[config.mk]
export PLATFORM = sky130hd
export DESIGN_NAME = ivps_ctrl
export DESIGN_NICKNAME = d
export VERILOG_FILES = /design/src/ivps_pkg.sv /design/src/ivps_ctrl.sv /design/src/ivps_first_set.sv
export SDC_FILE = /design/constraint.sdc
export NUM_CORES = 1
export LEC_CHECK = 0
export BUFFER_PORTS_ARGS = -buffer_cell sky130_fd_sc_hd__buf_2
export CAP_MARGIN = 15
export CORE_ASPECT_RATIO = 0.6
export CORE_MARGIN = 2
export CORE_UTILIZATION = 30
export CTS_CLUSTER_DIAMETER = 80
export DETAILED_ROUTE_END_ITERATION = 6
export PLACE_DENSITY = 0.58
export SYNTH_ARGS = -nofsm -noshare
export SYNTH_HDL_FRONTEND = slang
export SYNTH_SLANG_ARGS = --single-unit
[constraint.sdc]
create_clock -name clk -period 2.1 [get_ports clk]
set_clock_uncertainty 0.15 [all_clocks]
set_input_delay 0.105 -clock clk [delete_from_list [all_inputs] [get_ports clk]]
set_output_delay 0.105 -clock clk [all_outputs]
set_load 0.02 [all_outputs]
[src/ivps_pkg.sv]
/*
  Constants shared by the interrupt controller: register offsets, field
  masks, reset values, vector layout and the page each source lives on.
  Assumes an 8-bit register port and 18 maskable sources.
*/
package ivps_pkg;

  // ==========================================================
  // sizes
  localparam int unsigned NUM_SRC = 18;
  localparam int unsigned IDX_W = 5;
  localparam int unsigned DATA_W = 8;
  localparam int unsigned ADDR_W = 8;

  // ==========================================================
  // vectors
  localparam logic [15:0] RESET_VECTOR = 16'h0000;
  localparam logic [15:0] VEC_BASE = 16'h0003;
  localparam logic [15:0] VEC_LAST = 16'h008b;
  localparam int unsigned VEC_STEP_SHIFT = 3;
  localparam logic [IDX_W-1:0] SRC_DROPOUT = 5'h0f;
  localparam logic [IDX_W-1:0] SRC_LIN = 5'h0e;
  localparam logic [IDX_W-1:0] SRC_CAN = 5'h10;
  localparam logic [IDX_W-1:0] SRC_PORT_MATCH = 5'h11;

  // flags cleared by hardware on vectoring: ext0, t0, ext1, t1, can
  localparam logic [NUM_SRC-1:0] HW_CLR_MASK = 18'h1000f;

  // ==========================================================
  // page that holds each source's registers
  localparam logic [7:0] PAGE_DEFAULT = 8'h00;
  localparam logic [7:0] PAGE_LIN = 8'h0f;
  localparam logic [7:0] PAGE_CAN = 8'h0c;

  // ==========================================================
  // register offsets
  localparam logic [ADDR_W-1:0] OFS_BASIC_EN = 8'h00;
  localparam logic [ADDR_W-1:0] OFS_BASIC_PRI = 8'h01;
  localparam logic [ADDR_W-1:0] OFS_EXT_EN1 = 8'h02;
  localparam logic [ADDR_W-1:0] OFS_EXT_EN2 = 8'h03;
  localparam logic [ADDR_W-1:0] OFS_EXT_PRI1 = 8'h04;
  localparam logic [ADDR_W-1:0] OFS_EXT_PRI2 = 8'h05;
  localparam logic [ADDR_W-1:0] OFS_ACTIVE_PAGE = 8'h06;
  localparam logic [ADDR_W-1:0] OFS_PAGE_LVL2 = 8'h07;
  localparam logic [ADDR_W-1:0] OFS_PAGE_BOTTOM = 8'h08;
  localparam logic [ADDR_W-1:0] OFS_EVT_STATUS = 8'h09;
  localparam logic [ADDR_W-1:0] OFS_EVT_CLEAR = 8'h0a;
  localparam logic [ADDR_W-1:0] OFS_EVT_ENABLE = 8'h0b;
  localparam logic [ADDR_W-1:0] OFS_SERVICE = 8'h0c;

  // ==========================================================
  // field masks (reserved bits read zero, writes dropped)
  localparam logic [DATA_W-1:0] BASIC_MASK = 8'h7f;
  localparam logic [DATA_W-1:0] EXT1_MASK = 8'hff;
  localparam logic [DATA_W-1:0] EXT2_MASK = 8'h07;
  localparam logic [DATA_W-1:0] EVT_MASK = 8'h07;
  localparam int unsigned EVT_VECTORED = 0;
  localparam int unsigned EVT_PREEMPTED = 1;
  localparam int unsigned EVT_STRAY_RET = 2;
  localparam int unsigned SVC_LOW_BIT = 0;
  localparam int unsigned SVC_HIGH_BIT = 1;

  // ==========================================================
  // reset values
  localparam logic [DATA_W-1:0] REG_RESET = 8'h00;
  localparam logic [7:0] PAGE_RESET = 8'h00;

endpackage

[src/ivps_ctrl.sv]
/*
  Interrupt controller with vector generation, two priority levels with
  preemption, and the three-entry register-page stack.
  Assumes peripheral flags and core handshakes are on clk; the core holds
  vec_ack for one cycle to take the offered vector and pulses
  handler_return when a handler ends.
*/
// The strobed register port and the register offsets were chosen for this implementation.
`timescale 1ns/1ns
`default_nettype none

module ivps_ctrl (
  // clock and reset
  input wire logic clk,
  input wire logic sys_rst,
  // register port
  input wire logic [ivps_pkg::ADDR_W-1:0] reg_addr,
  input wire logic [ivps_pkg::DATA_W-1:0] reg_wdata,
  input wire logic reg_wr,
  input wire logic reg_rd,
  output logic [ivps_pkg::DATA_W-1:0] reg_rdata,
  // peripheral pending flags
  input wire logic ext_irq0_flag,
  input wire logic timer0_overflow_flag,
  input wire logic ext_irq1_flag,
  input wire logic timer1_overflow_flag,
  input wire logic uart_receive_flag,
  input wire logic uart_transmit_flag,
  input wire logic timer2_high_overflow_flag,
  input wire logic timer2_low_overflow_flag,
  input wire logic spi_transfer_done_flag,
  input wire logic spi_write_collision_flag,
  input wire logic spi_mode_fault_flag,
  input wire logic spi_rx_overrun_flag,
  input wire logic smbus_flag,
  input wire logic adc_window_flag,
  input wire logic adc_done_flag,
  input wire logic counter_array_flag,
  input wire logic comparator0_flag,
  input wire logic comparator1_flag,
  input wire logic timer3_high_overflow_flag,
  input wire logic timer3_low_overflow_flag,
  input wire logic lin_pending_flag,
  input wire logic can_pending_flag,
  // flagless requests
  input wire logic regulator_dropout_req,
  input wire logic port_match_req,
  // hardware flag clear, one pulse per source in HW_CLR_MASK
  output logic [ivps_pkg::NUM_SRC-1:0] hw_flag_clear,
  // core handshake
  output logic vec_req,
  output logic [15:0] vec_addr,
  output logic [ivps_pkg::IDX_W-1:0] vec_src,
  output logic vec_high,
  input wire logic vec_ack,
  input wire logic handler_return,
  // page stack
  output logic [7:0] active_page_reg,
  output logic [7:0] page_stack_level2,
  output logic [7:0] page_stack_bottom,
  // interrupt
  output logic irq
);

  // ==========================================================
  // registers
  logic [6:0] basic_enable_reg_q;
  logic [6:0] basic_priority_reg_q;
  logic [7:0] extended_enable_reg1_q;
  logic [7:0] extended_priority_reg1_q;
  logic [2:0] extended_enable_reg2_q;
  logic [2:0] extended_priority_reg2_q;
  logic [7:0] active_page_q;
  logic [7:0] page_lvl2_q;
  logic [7:0] page_bottom_q;
  logic [2:0] evt_status_q;
  logic [2:0] evt_enable_q;
  logic [7:0] rdata_q;
  logic vec_req_q;
  logic [15:0] vec_addr_q;
  logic [ivps_pkg::IDX_W-1:0] vec_src_q;
  logic vec_high_q;
  logic in_low_q;
  logic in_high_q;
  logic [ivps_pkg::NUM_SRC-1:0] hw_clear_q;

  // ==========================================================
  // request gathering
  logic [ivps_pkg::NUM_SRC-1:0] src_req;
  logic [ivps_pkg::NUM_SRC-1:0] en_all;
  logic [ivps_pkg::NUM_SRC-1:0] pri_all;
  logic [ivps_pkg::NUM_SRC-1:0] req_high;
  logic [ivps_pkg::NUM_SRC-1:0] req_low;
  logic high_found;
  logic low_found;
  logic [ivps_pkg::IDX_W-1:0] high_idx;
  logic [ivps_pkg::IDX_W-1:0] low_idx;
  logic take_high;
  logic take_low;
  logic [ivps_pkg::IDX_W-1:0] next_src;
  logic acked;
  logic popped;

  always_comb begin
    src_req[0] = ext_irq0_flag;
    src_req[1] = timer0_overflow_flag;
    src_req[2] = ext_irq1_flag;
    src_req[3] = timer1_overflow_flag;
    src_req[4] = uart_receive_flag | uart_transmit_flag;
    src_req[5] = timer2_high_overflow_flag | timer2_low_overflow_flag;
    src_req[6] = spi_transfer_done_flag | spi_write_collision_flag
               | spi_mode_fault_flag | spi_rx_overrun_flag;
    src_req[7] = smbus_flag;
    src_req[8] = adc_window_flag;
    src_req[9] = adc_done_flag;
    src_req[10] = counter_array_flag;
    src_req[11] = comparator0_flag;
    src_req[12] = comparator1_flag;
    src_req[13] = timer3_high_overflow_flag | timer3_low_overflow_flag;
    // never cleared here; the LIN block drops it on its own reset bit
    src_req[14] = lin_pending_flag;
    src_req[15] = regulator_dropout_req;
    src_req[16] = can_pending_flag;
    src_req[17] = port_match_req;
  end

  assign en_all = {extended_enable_reg2_q, extended_enable_reg1_q, basic_enable_reg_q};
  assign pri_all = {extended_priority_reg2_q, extended_priority_reg1_q, basic_priority_reg_q};
  assign req_high = src_req & en_all & pri_all;
  assign req_low = src_req & en_all & ~pri_all;

  // lowest number wins inside each level
  ivps_first_set #(.N(ivps_pkg::NUM_SRC), .W(ivps_pkg::IDX_W)) u_high_pick (
    .req(req_high),
    .found(high_found),
    .idx(high_idx)
  );
  ivps_first_set #(.N(ivps_pkg::NUM_SRC), .W(ivps_pkg::IDX_W)) u_low_pick (
    .req(req_low),
    .found(low_found),
    .idx(low_idx)
  );
  // high may cut into a low handler, never into another high one
  assign take_high = high_found && !in_high_q;
  assign take_low = low_found && !in_high_q && !in_low_q;
  assign next_src = take_high ? high_idx : low_idx;
  assign acked = vec_ack && vec_req_q;
  // an ack in the same cycle wins and that return is dropped; the core never issues both
  assign popped = handler_return && !acked && (in_low_q || in_high_q);

  // ==========================================================
  // vector offer, refreshed each cycle until the core takes it
  always_ff @(posedge clk) begin
    if (sys_rst) begin
      vec_req_q <= 1'b0;
      vec_addr_q <= ivps_pkg::RESET_VECTOR;
      vec_src_q <= '0;
      vec_high_q <= 1'b0;
    end else if (acked) begin
      vec_req_q <= 1'b0;
    end else begin
      vec_req_q <= take_high || take_low;
      vec_high_q <= take_high;
      vec_src_q <= next_src;
      vec_addr_q <= ivps_pkg::VEC_BASE
                  + {8'h00, next_src, 3'b000};
    end
  end

  // ==========================================================
  // in-service levels
  always_ff @(posedge clk) begin
    if (sys_rst) begin
      in_low_q <= 1'b0;
      in_high_q <= 1'b0;
    end else if (acked) begin
      in_high_q <= in_high_q || vec_high_q;
      in_low_q <= in_low_q || !vec_high_q;
    end else if (popped) begin
      in_high_q <= 1'b0;
      in_low_q <= in_low_q && in_high_q;
    end
  end

  // ==========================================================
  // hardware flag clear pulse
  always_ff @(posedge clk) begin
    if (sys_rst) begin
      hw_clear_q <= '0;
    end else if (acked) begin
      hw_clear_q <= (ivps_pkg::NUM_SRC'(1) << vec_src_q) & ivps_pkg::HW_CLR_MASK;
    end else begin
      hw_clear_q <= '0;
    end
  end

  // ==========================================================
  // page stack; hardware push and pop win over a software write
  logic [7:0] src_page;
  always_comb begin
    unique case (vec_src_q)
      ivps_pkg::SRC_CAN: src_page = ivps_pkg::PAGE_CAN;
      ivps_pkg::SRC_LIN: src_page = ivps_pkg::PAGE_LIN;
      default: src_page = ivps_pkg::PAGE_DEFAULT;
    endcase
  end
  always_ff @(posedge clk) begin
    if (sys_rst) begin
      active_page_q <= ivps_pkg::PAGE_RESET;
      page_lvl2_q <= ivps_pkg::PAGE_RESET;
      page_bottom_q <= ivps_pkg::PAGE_RESET;
    end else if (acked) begin
      active_page_q <= src_page;
      page_lvl2_q <= active_page_q;
      // old bottom is simply lost; no fourth level exists
      page_bottom_q <= page_lvl2_q;
    end else if (popped) begin
      active_page_q <= page_lvl2_q;
      page_lvl2_q <= page_bottom_q;
    end else if (reg_wr) begin
      unique case (reg_addr)
        ivps_pkg::OFS_ACTIVE_PAGE: active_page_q <= reg_wdata;
        ivps_pkg::OFS_PAGE_LVL2: page_lvl2_q <= reg_wdata;
        ivps_pkg::OFS_PAGE_BOTTOM: page_bottom_q <= reg_wdata;
        default: ;
      endcase
    end
  end

  // ==========================================================
  // enable and priority registers
  always_ff @(posedge clk) begin
    if (sys_rst) begin
      basic_enable_reg_q <= ivps_pkg::REG_RESET[6:0];
      basic_priority_reg_q <= ivps_pkg::REG_RESET[6:0];
      extended_enable_reg1_q <= ivps_pkg::REG_RESET;
      extended_priority_reg1_q <= ivps_pkg::REG_RESET;
      extended_enable_reg2_q <= ivps_pkg::REG_RESET[2:0];
      extended_priority_reg2_q <= ivps_pkg::REG_RESET[2:0];
      evt_enable_q <= ivps_pkg::REG_RESET[2:0];
    end else if (reg_wr) begin
      unique case (reg_addr)
        ivps_pkg::OFS_BASIC_EN: basic_enable_reg_q <= reg_wdata[6:0];
        ivps_pkg::OFS_BASIC_PRI: basic_priority_reg_q <= reg_wdata[6:0];
        ivps_pkg::OFS_EXT_EN1: extended_enable_reg1_q <= reg_wdata;
        ivps_pkg::OFS_EXT_PRI1: extended_priority_reg1_q <= reg_wdata;
        ivps_pkg::OFS_EXT_EN2: extended_enable_reg2_q <= reg_wdata[2:0];
        ivps_pkg::OFS_EXT_PRI2: extended_priority_reg2_q <= reg_wdata[2:0];
        ivps_pkg::OFS_EVT_ENABLE: evt_enable_q <= reg_wdata[2:0];
        default: ;
      endcase
    end
  end

  // ==========================================================
  // event status: sticky, set beats a same-cycle clear
  logic [2:0] evt_set;
  logic [2:0] evt_clr;
  always_comb begin
    evt_set = '0;
    evt_set[ivps_pkg::EVT_VECTORED] = acked;
    evt_set[ivps_pkg::EVT_PREEMPTED] = acked && vec_high_q && in_low_q;
    evt_set[ivps_pkg::EVT_STRAY_RET] = handler_return && !acked && !in_low_q && !in_high_q;
    evt_clr = '0;
    if (reg_wr && reg_addr == ivps_pkg::OFS_EVT_CLEAR) begin
      evt_clr = reg_wdata[2:0];
    end
  end
  always_ff @(posedge clk) begin
    if (sys_rst) begin
      evt_status_q <= ivps_pkg::REG_RESET[2:0];
    end else begin
      evt_status_q <= (evt_status_q & ~evt_clr) | evt_set;
    end
  end

  // ==========================================================
  // read port, data valid only in the cycle after the strobe
  always_ff @(posedge clk) begin
    if (sys_rst) begin
      rdata_q <= '0;
    end else if (reg_rd) begin
      unique case (reg_addr)
        ivps_pkg::OFS_BASIC_EN: rdata_q <= {1'b0, basic_enable_reg_q};
        ivps_pkg::OFS_BASIC_PRI: rdata_q <= {1'b0, basic_priority_reg_q};
        ivps_pkg::OFS_EXT_EN1: rdata_q <= extended_enable_reg1_q;
        ivps_pkg::OFS_EXT_PRI1: rdata_q <= extended_priority_reg1_q;
        ivps_pkg::OFS_EXT_EN2: rdata_q <= {5'h00, extended_enable_reg2_q};
        ivps_pkg::OFS_EXT_PRI2: rdata_q <= {5'h00, extended_priority_reg2_q};
        ivps_pkg::OFS_ACTIVE_PAGE: rdata_q <= active_page_q;
        ivps_pkg::OFS_PAGE_LVL2: rdata_q <= page_lvl2_q;
        ivps_pkg::OFS_PAGE_BOTTOM: rdata_q <= page_bottom_q;
        ivps_pkg::OFS_EVT_STATUS: rdata_q <= {5'h00, evt_status_q};
        ivps_pkg::OFS_EVT_ENABLE: rdata_q <= {5'h00, evt_enable_q};
        ivps_pkg::OFS_SERVICE: rdata_q <= {6'h00, in_high_q, in_low_q};
        default: rdata_q <= '0;
      endcase
    end else begin
      rdata_q <= '0;
    end
  end

  // ==========================================================
  // outputs
  assign reg_rdata = rdata_q;
  assign hw_flag_clear = hw_clear_q;
  assign vec_req = vec_req_q;
  assign vec_addr = vec_addr_q;
  assign vec_src = vec_src_q;
  assign vec_high = vec_high_q;
  assign active_page_reg = active_page_q;
  assign page_stack_level2 = page_lvl2_q;
  assign page_stack_bottom = page_bottom_q;
  assign irq = |(evt_status_q & evt_enable_q);

  // ==========================================================
  // checks
  chk_reset_vector: assert property (@(posedge clk)
    sys_rst |=> (!vec_req_q && vec_addr_q == ivps_pkg::RESET_VECTOR))
    else $error("offer after reset is not the idle reset vector");
  chk_vector_map: assert property (@(posedge clk) disable iff (sys_rst)
    vec_req_q |-> (vec_addr_q == ivps_pkg::VEC_BASE + {8'h00, vec_src_q, 3'b000}
                   && vec_addr_q <= ivps_pkg::VEC_LAST))
    else $error("vector address does not match source");
  chk_natural_order: assert property (@(posedge clk) disable iff (sys_rst)
    (!acked && take_low && !take_high)
      |=> (vec_src_q == $past(low_idx) && !(|($past(req_low) & ((18'h1 << vec_src_q) - 18'h1)))))
    else $error("low request not resolved to lowest source");
  chk_enable_gate: assert property (@(posedge clk) disable iff (sys_rst)
    (!acked && (take_high || take_low)) |=> (vec_req_q && $past(en_all[next_src])))
    else $error("disabled source offered");
  chk_hw_clear: assert property (@(posedge clk) disable iff (sys_rst)
    acked |=> (hw_clear_q == ((18'h1 << $past(vec_src_q)) & ivps_pkg::HW_CLR_MASK)) ##1 (hw_clear_q == '0))
    else $error("hardware flag clear pulse wrong");
  chk_preempt: assert property (@(posedge clk) disable iff (sys_rst)
    (in_low_q && !in_high_q && high_found && !vec_req_q && !popped)
      |=> (vec_req_q && vec_high_q))
    else $error("high request failed to preempt low handler");
  chk_page_push: assert property (@(posedge clk) disable iff (sys_rst)
    acked |=> (active_page_q == $past(src_page) && page_lvl2_q == $past(active_page_q)
               && page_bottom_q == $past(page_lvl2_q)))
    else $error("page stack push wrong");
  chk_page_pop: assert property (@(posedge clk) disable iff (sys_rst)
    popped |=> (active_page_q == $past(page_lvl2_q) && page_lvl2_q == $past(page_bottom_q)))
    else $error("page stack pop wrong");
  chk_same_level: assert property (@(posedge clk) disable iff (sys_rst)
    (in_high_q || in_low_q && !high_found) |=> !vec_req_q || $past(popped))
    else $error("request offered against running handler");

endmodule

`default_nettype wire

[src/ivps_first_set.sv]
/*
  Finds the lowest-numbered set bit of a request vector.
  Assumes the caller checks found before using idx.
*/
`timescale 1ns/1ns
`default_nettype none

module ivps_first_set #(
  parameter int unsigned N = 18,
  parameter int unsigned W = 5
) (
  // request vector
  input wire logic [N-1:0] req,
  // result
  output logic found,
  output logic [W-1:0] idx
);

  // ==========================================================
  // scan from the top so the lowest index is written last
  always_comb begin
    found = 1'b0;
    idx = '0;
    for (int i = N - 1; i >= 0; i--) begin
      if (req[i]) begin
        found = 1'b1;
        idx = W'(i);
      end
    end
  end

endmodule

`default_nettype wire

==> results of run 1 <==
Yosys cell counts, types with 5 or more instances:
| library cell | n | area share [%] |
|---|---|---|
| sky130_fd_sc_hd__a22oi_1 | 6 | 0.86 |
| sky130_fd_sc_hd__clkbuf_1 | 28 | 2.0 |
| sky130_fd_sc_hd__a211oi_1 | 10 | 1.4 |
| sky130_fd_sc_hd__and3_1 | 5 | 0.60 |
| sky130_fd_sc_hd__mux2i_1 | 59 | 11 |
| sky130_fd_sc_hd__o211ai_1 | 6 | 0.86 |
| sky130_fd_sc_hd__buf_2 | 8 | 0.77 |
| sky130_fd_sc_hd__nor3_1 | 9 | 0.86 |
| sky130_fd_sc_hd__nand4_1 | 9 | 1.1 |
| sky130_fd_sc_hd__o22ai_1 | 6 | 0.72 |
| sky130_fd_sc_hd__mux2_2 | 7 | 1.5 |
| sky130_fd_sc_hd__buf_4 | 28 | 4.0 |
| sky130_fd_sc_hd__a311oi_1 | 10 | 1.7 |
| sky130_fd_sc_hd__nor2b_1 | 5 | 0.60 |
| sky130_fd_sc_hd__nand3b_1 | 11 | 1.6 |
| sky130_fd_sc_hd__nand2_1 | 49 | 3.5 |
| sky130_fd_sc_hd__a31oi_1 | 5 | 0.60 |
| sky130_fd_sc_hd__dfxtp_1 | 89 | 34 |
| sky130_fd_sc_hd__o21ai_0 | 26 | 2.5 |
| sky130_fd_sc_hd__a21oi_1 | 36 | 3.4 |
| sky130_fd_sc_hd__nor2_1 | 106 | 7.6 |
| sky130_fd_sc_hd__nand3_1 | 25 | 2.4 |
cell usage in the layout, fill, tap and decap left out, drive strengths merged, types with 3 or more instances in the layout:
master	instances
a211oi	12
a21oi	37
a221oi	3
a22o	4
a22oi	6
a311oi	12
a31oi	7
a32oi	3
and3	5
and3b	4
buf	183
clkbuf	11
clkinv	3
conb	22
dfxtp	89
dlygate4sd3	7
inv	6
mux2	7
mux2i	59
nand2	49
nand3	27
nand3b	11
nand4	9
nand4b	3
nor2	108
nor2b	5
nor3	11
nor3b	3
nor4	4
nor4b	3
o211ai	6
o21ai	27
o22ai	6
o32ai	4
o41ai	3
or4	3
cell families after synthesis:
logic type	Yosys count	synth area share, %
compound gates	147	20.70
simple gates	255	24.10
mux	67	13.22
flops	89	34.04
other cells	1	0.07165
buf+inv	73	7.865
final timing paths:
| kind | start | to | slack, ns | cells past startpoint |
|---|---|---|---|---|
| hold / removal | reg_wdata[6] | page_stack_bottom[6] | 0.009 | 3 |
| hold reg to reg | vec_addr[1] | vec_addr[1] | 0.35 | 2 |
| setup reg to reg | extended_priority_reg1_q[1] | vec_src[0] | 0.04 | 6 |
| setup / recovery | reg_addr[1] | reg_rdata[1] | 0.04 | 8 |
through the flow:
stage	worst slack [ns]	total power, mW	TNS [ns]	instances	instance area [sq um]
final	0.03643	3.600	0	1025	6979
after global routing	-0.01554	3.743	-0.03168	1025	6979
after CTS	-0.001074	3.613	-0.001074	1020	6751
after detailed placement	-0.1857	2.023	-5.683	997	6385
after global placement	-0.1638	2.021	-4.254	997	6385
after floorplan	0.05148	1.923	0	653	5313
worst max-delay path, stage by stage:
cell and delay [ns]:
sky130_fd_sc_hd__dlygate4sd3_1 0.52, sky130_fd_sc_hd__clkbuf_4 0.18, sky130_fd_sc_hd__mux4_2 0.50, sky130_fd_sc_hd__nand2_1 0.08, sky130_fd_sc_hd__o21ai_0 0.08, sky130_fd_sc_hd__mux2_2 0.29, sky130_fd_sc_hd__a221oi_2 0.28, sky130_fd_sc_hd__nor2_1 0.09
power groups by stage:
stage	clock [mW]	sequential, mW	combinational (mW)
after floorplan	0	1.74	0.182
after detailed placement	0	1.74	0.284
after global placement	0	1.74	0.282
after CTS	1.62	1.70	0.295
after global routing	1.71	1.70	0.331
final	1.59	1.70	0.310
layer usage:
layer | wire [microns] | vias up | global-route usage [%] | part of all wire, %
li1 | - | 2569 | - | -
met1 | 10020 | 2624 | 33.79 | 51
met2 | 7424 | 273 | 26.59 | 38
met3 | 1909 | 20 | 5.258 | 9.8
met4 | 191 | 0 | 4.048 | 0.98
met5 | 0 | - | 0 | 0
layout make-up:
type / instances / area [sq um] / share of cell area, %
clock buffer: 10 / 239.0 / 3.424
inverter: 4 / 15.01 / 0.2151
sequential: 89 / 1794 / 25.71
timing repair buffer: 191 / 1310 / 18.77
tap: 234 / 292.8 / 4.195
clock inverter: 6 / 51.30 / 0.7350
multi-input combinational: 491 / 3277 / 46.95
timing repair:
| action | CTS | global route |
|---|---|---|
| setup endpoints to repair | 3 | 45 |
| hold buffers | 7 | 0 |
| setup buffers | 0 | 5 |
| endpoints found under the hold margin | 14 | 0 |
| gates resized for setup | 3 | 49 |
| pin swaps | 1 | 10 |
==> results by stage, run 1 <==
Synthesis:
- In this run, distinct cell masters in the synthesized netlist total 70.
- The gate count of the mapped netlist is 632.
- During synthesis, Yosys emitted a total of 0 warnings.
- In the synthesized netlist the dominant register cell turns out to be sky130_fd_sc_hd__dfxtp_1.
- Sequential cells were found to cover 34.04% of the synthesized design area.
- After synthesis the netlist holds a flip-flop and latch count of 89.
- After synthesis, the share of flip-flops with an asynchronous set or reset is 0%.
- Counting flops with a built-in enable in the synthesized netlist gives 0.
- Summing every instance area after synthesis gives 5234 sq um.
- The average cell area after synthesis is 8.281 sq um.

Power:
- In this run the power density over the cells is 515.9 nW/um^2.
- The worst-case vdd ir drop is 320.0 uV.
- The fraction of power spent switching nets is 26.70%.
- The power dissipated by switching net loads is 0.9614 mW.
- Internal power comes to 2.639 mW.
- The share of total power dissipated in combinational logic is 8.6%.
- The share of power burned in registers is 47.2%.
- The clock network is responsible for 44.2% of the overall power.
- The static leakage power is 2.912 nW.

Clocking:
- The TritonCTS clock tree is built.
- The TritonCTS sink count is 89.
- The clock reaches the later pin of the worst-skew pair after 0.35 ns.
- Counting along the longest clock path gives a buffer depth of 2.
- The number of buffers added by the clock tree synthesis step is 9.
- The H-tree level count is 3.
- The root buffer selected by CTS is sky130_fd_sc_hd__clkbuf_16.
- The CTS clock-pin slew for the worst setup and hold paths is 0.07 ns.

Global route:
- Across every metal layer, demand over resource in global routing totals 20.84%.
- The number of global-route vias before repair is 5,009.
- The first global-routing pass estimated 29,420 microns of wire.
- Entering global routing, the biggest net connects 33 pins.
- The total overflow reported by the global router is 0.
- The initial antenna violation count came to 1.

Timing:
- The final clock period utilization by the worst path is 98.27%.
- Setup violations remaining at the end of the flow were counted as 0.
- Derived from the worst setup path, the maximum achievable clock frequency is 0.4846 GHz.
- Final hold analysis gives a worst-case slack of 0.009047 ns.
- The count of final hold-check violations is 0.
- The number of slew-limit violations in the final report is 0.
- The clock period could shrink to 2.064 ns.

Critical path:
- The setup path with the least slack is of type primary input to flop.
- STA classifies the critical path startpoint as a primary input.
- Of all nets on the critical path, the largest fanout is 5.
- The required time of the critical path is 2.16 ns.
- The endpoint kind of the worst setup timing path is a flop.
- The data arrival time of the worst path is 2.13 ns.

Floorplanning:
- Pin placement for this block handled 120 I/O pins.
- Measured along the x axis, the die boundary spans 174.5 microns.
- The initial core utilization is 30.56%.
- In this run the standard cell core region covers 17,130 sq um.
- The floorplan has 37 rows.
- The area of the die is 18,550 sq um.
- The die is 106.3 microns tall.

Placed design:
- Detailed placement ended at an HPWL of 15,000 microns.
- The congestion estimate from routability-driven global placement came to 0.9788.
- The total of buffers placed on input and output ports is 97.

Detailed routing:
- After detailed routing, the average wire length per cell comes to 19.07 microns.
- The number of nets still failing antenna checks after routing is 0.
- The first routing iteration left 618 violations.
- The final layout contains routed wiring with a total length of 19,540 microns.
- Using the TritonRoute via totals, the vias-per-cell ratio works out to 5.352.
- The detailed-routing iteration count for the pre-antenna-repair pass is 5.
- The final route contains 5,486 vias.
- After detailed routing, the number of remaining DRC violations is 0.

Hold path:
- The path class of the tightest hold or removal check is primary input to flop.

Final layout:
- The fill cell instance count of the final layout is 1,782.
- From synthesis to final layout, the design area changed by 33.35%.
- Measured on the finished design, the core utilization comes to 40.75%.
- In the final layout, the share of cells above drive strength 1 is 33.88%.
- The number of nets in the finished design is 832.
- The number of antenna repair diodes is 0.

Flow run:
- The max-capacitance violation count is 0.

Run status:
- The flow ran to the end, and the final reports show no timing, DRC or antenna violations.
Power figures use the tool's default switching activity.
==> inputs of run 2 (changes only) <==
- CORE_ASPECT_RATIO: 0.6 -> not set
- GPL_ROUTABILITY_DRIVEN: not set -> 0
- SYNTH_HIERARCHICAL: not set -> 1
==> run 2 against run 1 <==
Clock-buffer cell count rose by 2. Critical path type is now flop to flop. Highest routed layer unchanged. Cell count is 0.68% lower. Via count decreased by 3.8%. Largest power group is now the clock network. Final area fell by 3.0%. Combinational power is essentially flat. Power increased by 4.4%.
==> results by stage, run 2 <==
Clocking:
- The CTS clock-pin slew for the worst setup and hold paths is 0.06 ns (about the same).
- The number of buffers on the longest clock path is 2 (unchanged).
- The root buffer selected by CTS is sky130_fd_sc_hd__clkbuf_16.
- The H-tree level count is 3 (unchanged).
- The clock latency on the worst-skew pair is 0.35 ns (about the same).
- The TritonCTS clock tree is built.
- The number of post-CTS setup repair buffers is 0 (unchanged).
- The TritonCTS sink count is 89 (unchanged).
- The number of buffers added by the clock tree synthesis step came to 9 (unchanged).

Critical path:
- The path type of the worst setup path is flop to flop.
- The largest incremental delay on the critical path came to 0.38 ns (-0.14 ns).
- The endpoint kind of the worst setup timing path is a flop.
- The path depth of the worst reg2reg path is 7 (+1).
- The setup slack on the worst flop-to-flop path came to 0.10 ns (+0.06 ns).
- In this run the critical register-to-register path is captured at vec_src[0].
- The maximum fanout along the worst path was 4 (-1).
- Traced cell by cell, the critical path runs through o21ai_0 -> nor2_1 -> nor2b_1 -> o41a_1 -> o22ai_1 -> mux2i_1 -> a211oi_1.
- In this run the critical register-to-register path is launched from extended_enable_reg1_q[6].
- The category of the worst setup path launch point is a flop.
- For this design, the slowest cell found on the critical path is sky130_fd_sc_hd__o41a_1.
- The required time of the critical path came to 2.22 ns (+0.06 ns).
- The data arrival time of the worst path was 2.11 ns (-0.02 ns).
- The critical path launch point is extended_enable_reg1_q[6].

Synthesis:
- The number of different library cells in the post-synthesis netlist is 72 (+2.9%).
- After synthesis, the cell types taking the most area are sky130_fd_sc_hd__dfxtp_1, sky130_fd_sc_hd__mux2i_1, sky130_fd_sc_hd__nor2_1.
- The adder-cell area share of the yosys netlist was 0% (unchanged).
- The top-area cell type share of the netlist area was 33.47% (-0.58 points).
- The gate count of the mapped netlist came to 647 (+2.4%).
- The count of yosys warnings during synthesis is 6 (+6).
- The xor/xnor share of the synthesized area came to 0% (unchanged).
- The synthesized-area fraction occupied by and/or/nand/nor cells came to 27.03% (+2.9 points).
- The portion of the post-synthesis area used by sequential elements was 33.47% (-0.58 points).
- The portion of netlist area occupied by mux cells is 13.16% (-0.059 points).
- The cell accounting for the most synthesized area is sky130_fd_sc_hd__dfxtp_1.
- The synthesis-stage register bit count was 89 (unchanged).
- The dominant combinational cell family by area after synthesis is simple AND/OR/NAND/NOR gates.
- The count of flip-flops with a built-in enable after synthesis is 0 (unchanged).
- The synthesized-area fraction occupied by ao, oa, aoi and oai cells is 17.72% (-3.0 points).
- The average cell area after synthesis was 8.229 sq um (-0.64%).
- The netlist area before placement is 5324 sq um (+1.7%).
- The fraction of registers with async set or reset after synthesis is 0% (unchanged).
- Yosys instantiated no cell more often than sky130_fd_sc_hd__nor2_1.
- The commonest cells after synthesis are sky130_fd_sc_hd__nor2_1, sky130_fd_sc_hd__dfxtp_1, sky130_fd_sc_hd__nand2_1.
- In the synthesized netlist the dominant register cell turns out to be sky130_fd_sc_hd__dfxtp_1.

Global route:
- The number of global-route vias before repair is 4,762 (-4.9%).
- The total overflow reported by the global router is 0 (unchanged).
- The initial antenna violation count is 0 (-1).
- The first-pass GRT wire length is 27,120 microns (-7.8%).
- The pin count of the biggest net entering global routing came to 53 (+61%).
- The total routing usage reported by global routing came to 19.17% (-1.7 points).

Power:
- The cell-internal power came to 2.860 mW (+8.4%).
- The worst-case vdd ir drop is 454.7 uV (+42%).
- The static leakage power is 3.293 nW (+13%).
- The power dissipated by switching net loads is 0.8969 mW (-6.7%).
- The part of the total power dissipated in the clock network came to 46.6% (+2.4 points).
- The share of power burned in registers is 45.2% (-2.0 points).
- The combinational share of power was 8.2% (-0.4 points).
- The power per cell area was 555.2 nW/um^2 (+7.6%).
- The fraction of power spent switching nets was 23.87% (-2.8 points).

Floorplanning:
- The initial core utilization was 30.78% (+0.22 points).
- The floorplan die height came to 137.2 microns (+29%).
- The width of the die is 137.2 microns (-21%).
- The count of boundary I/O pins is 120 (unchanged).
- The standard-cell row count is 48 (+30%).
- The total core area is 17,300 sq um (+0.98%).
- The area of the die came to 18,830 sq um (+1.5%).

Detailed routing:
- The count of vias placed by the detailed router is 5,279 (-3.8%).
- The starting DRC count in detailed routing is 401 (-35%).
- The number of nets still failing antenna checks after routing is 0 (unchanged).
- The number of vias per cell after detailed routing is 5.186 (-3.1%).
- The average wire per standard cell is 17.82 microns (-6.5%).
- The detailed-routing iteration count for the pre-antenna-repair pass was 5 (unchanged).
- The DRC violations left is 0 (unchanged).
- The final wirelength is 18,140 microns (-7.2%).

Final layout:
- The fill cell instance count of the final layout was 1,843 (+3.4%).
- The signed area change from the synthesized netlist to the final layout is 27.12%.
- The number of antenna repair diodes is 0 (unchanged).
- The share of layout cells above drive strength 1 is 27.99% (-5.9 points).
- In the layout the commonest cells are sky130_fd_sc_hd__buf_2, sky130_fd_sc_hd__nor2_1, sky130_fd_sc_hd__dfxtp_1, sky130_fd_sc_hd__nand2_1, sky130_fd_sc_hd__buf_4.
- The number of nets in the finished design is 835 (+0.36%).
- The most common cell after layout, fill and taps aside is sky130_fd_sc_hd__buf_2.
- The final instance count without filler cells was 1,018 (-0.68%).

Timing:
- For the pin with the worst max-slew slack, the measured transition is 0.7805 ns.
- The number of slew-limit violations in the final report is 0 (unchanged).
- The minimum clock period was 1.999 ns (-0.06451 ns).
- The highest attainable clock frequency was 0.5002 GHz (+3.2%).
- The final-report setup violation count is 0 (unchanged).
- The count of final hold-check violations is 0 (unchanged).
- The final clock period utilization by the worst path is 95.19% (-3.1 points).
- The final hold slack was 0.04333 ns (+0.03428 ns).
- The worst slew margin relative to its limit is 47.56%.

Run status:
- The run finished with clean final reports.

Placed design:
- The cell count after placement came to 997 (unchanged).
- The total of buffers placed on input and output ports is 97 (unchanged).
- The post-detailed-placement half-perimeter wirelength is 13,720 microns (-8.5%).

Hold path:
- The startpoint of the most critical hold path is reg_wdata[1].
- The class of the most critical hold timing path is primary input to flop.
- The sink of the worst hold path is evt_enable_q[1].
- The cell depth of the worst min-delay path is 3 (unchanged).

Flow run:
- The max-capacitance violation count came to 0 (unchanged).
-- run 2: through the flow --
stage	setup slack (ns)	TNS [ns]	area, sq um	util (%)	power, mW
2_1_floorplan	0.1445	0	5403	-	1.944
3_3_place_gp	-0.08454	-0.4749	6371	36.83	2.035
3_5_place_dp	-0.1193	-0.6069	6371	36.83	2.033
4_1_cts	0.07403	0	6750	39.03	3.788
5_1_grt	-0.006092	-0.006092	6768	39.13	3.877
6_report	0.1009	0	6768	39.13	3.757
-- run 2: power groups by stage --
stage	Clock, mW	Combinational [mW]	Sequential, mW
6_report	1.75	0.307	1.70
5_1_grt	1.85	0.330	1.70
4_1_cts	1.78	0.304	1.70
3_5_place_dp	0	0.295	1.74
3_3_place_gp	0	0.297	1.74
2_1_floorplan	0	0.203	1.74
-- run 2: cell type report --
type	instances	area (sq um)	share of cell area, %
Timing Repair Buffer	175	1124	16.60
Inverter	21	78.83	1.165
Clock buffer	12	246.5	3.642
Multi-Input combinational cell	493	3191	47.14
Tap cell	225	281.5	4.160
Clock inverter	3	65.06	0.9614
Sequential cell	89	1782	26.33
-- run 2: repair_timing --
action,CTS,global route
endpoints found under the hold margin,17,0
setup endpoints to repair,6,6
gates resized for setup,2,5
cloned,0,0
hold buffers,6,0
-- run 2: worst max-delay path by stage --
stage	to
2_1_floorplan	vec_src[1]
3_3_place_gp	vec_src[3]
3_5_place_dp	vec_src[0]
4_1_cts	vec_src[1]
5_1_grt	vec_src[0]
6_report	vec_src[0]
-- run 2: logic make-up (layout without fill, tap and decap cells) --
family	count (synthesis)	after routing
AO/OA/AOI/OAI	127	127
multiplexers	66	66
AND/OR/NAND/NOR	278	278
buffers and inverters	86	211
other	1	22
flip-flops	89	89
-- run 2: worst max-delay path: cells and delay by family (launching register included) --
kind	cells	cell delay, ns
AOI/OAI and AO/OA	4	0.94
and+or+nand+nor	2	0.40
muxes	1	0.10
DFF	1	0.33
-- run 2: metal layers --
metal,up-vias,GRT usage (%),routed length [microns]
met2,205,31.45,8494
met4,0,5.727,293
met3,22,3.091,1097
met1,2495,25.88,8257
li1,2557,-,-
met5,-,0,0
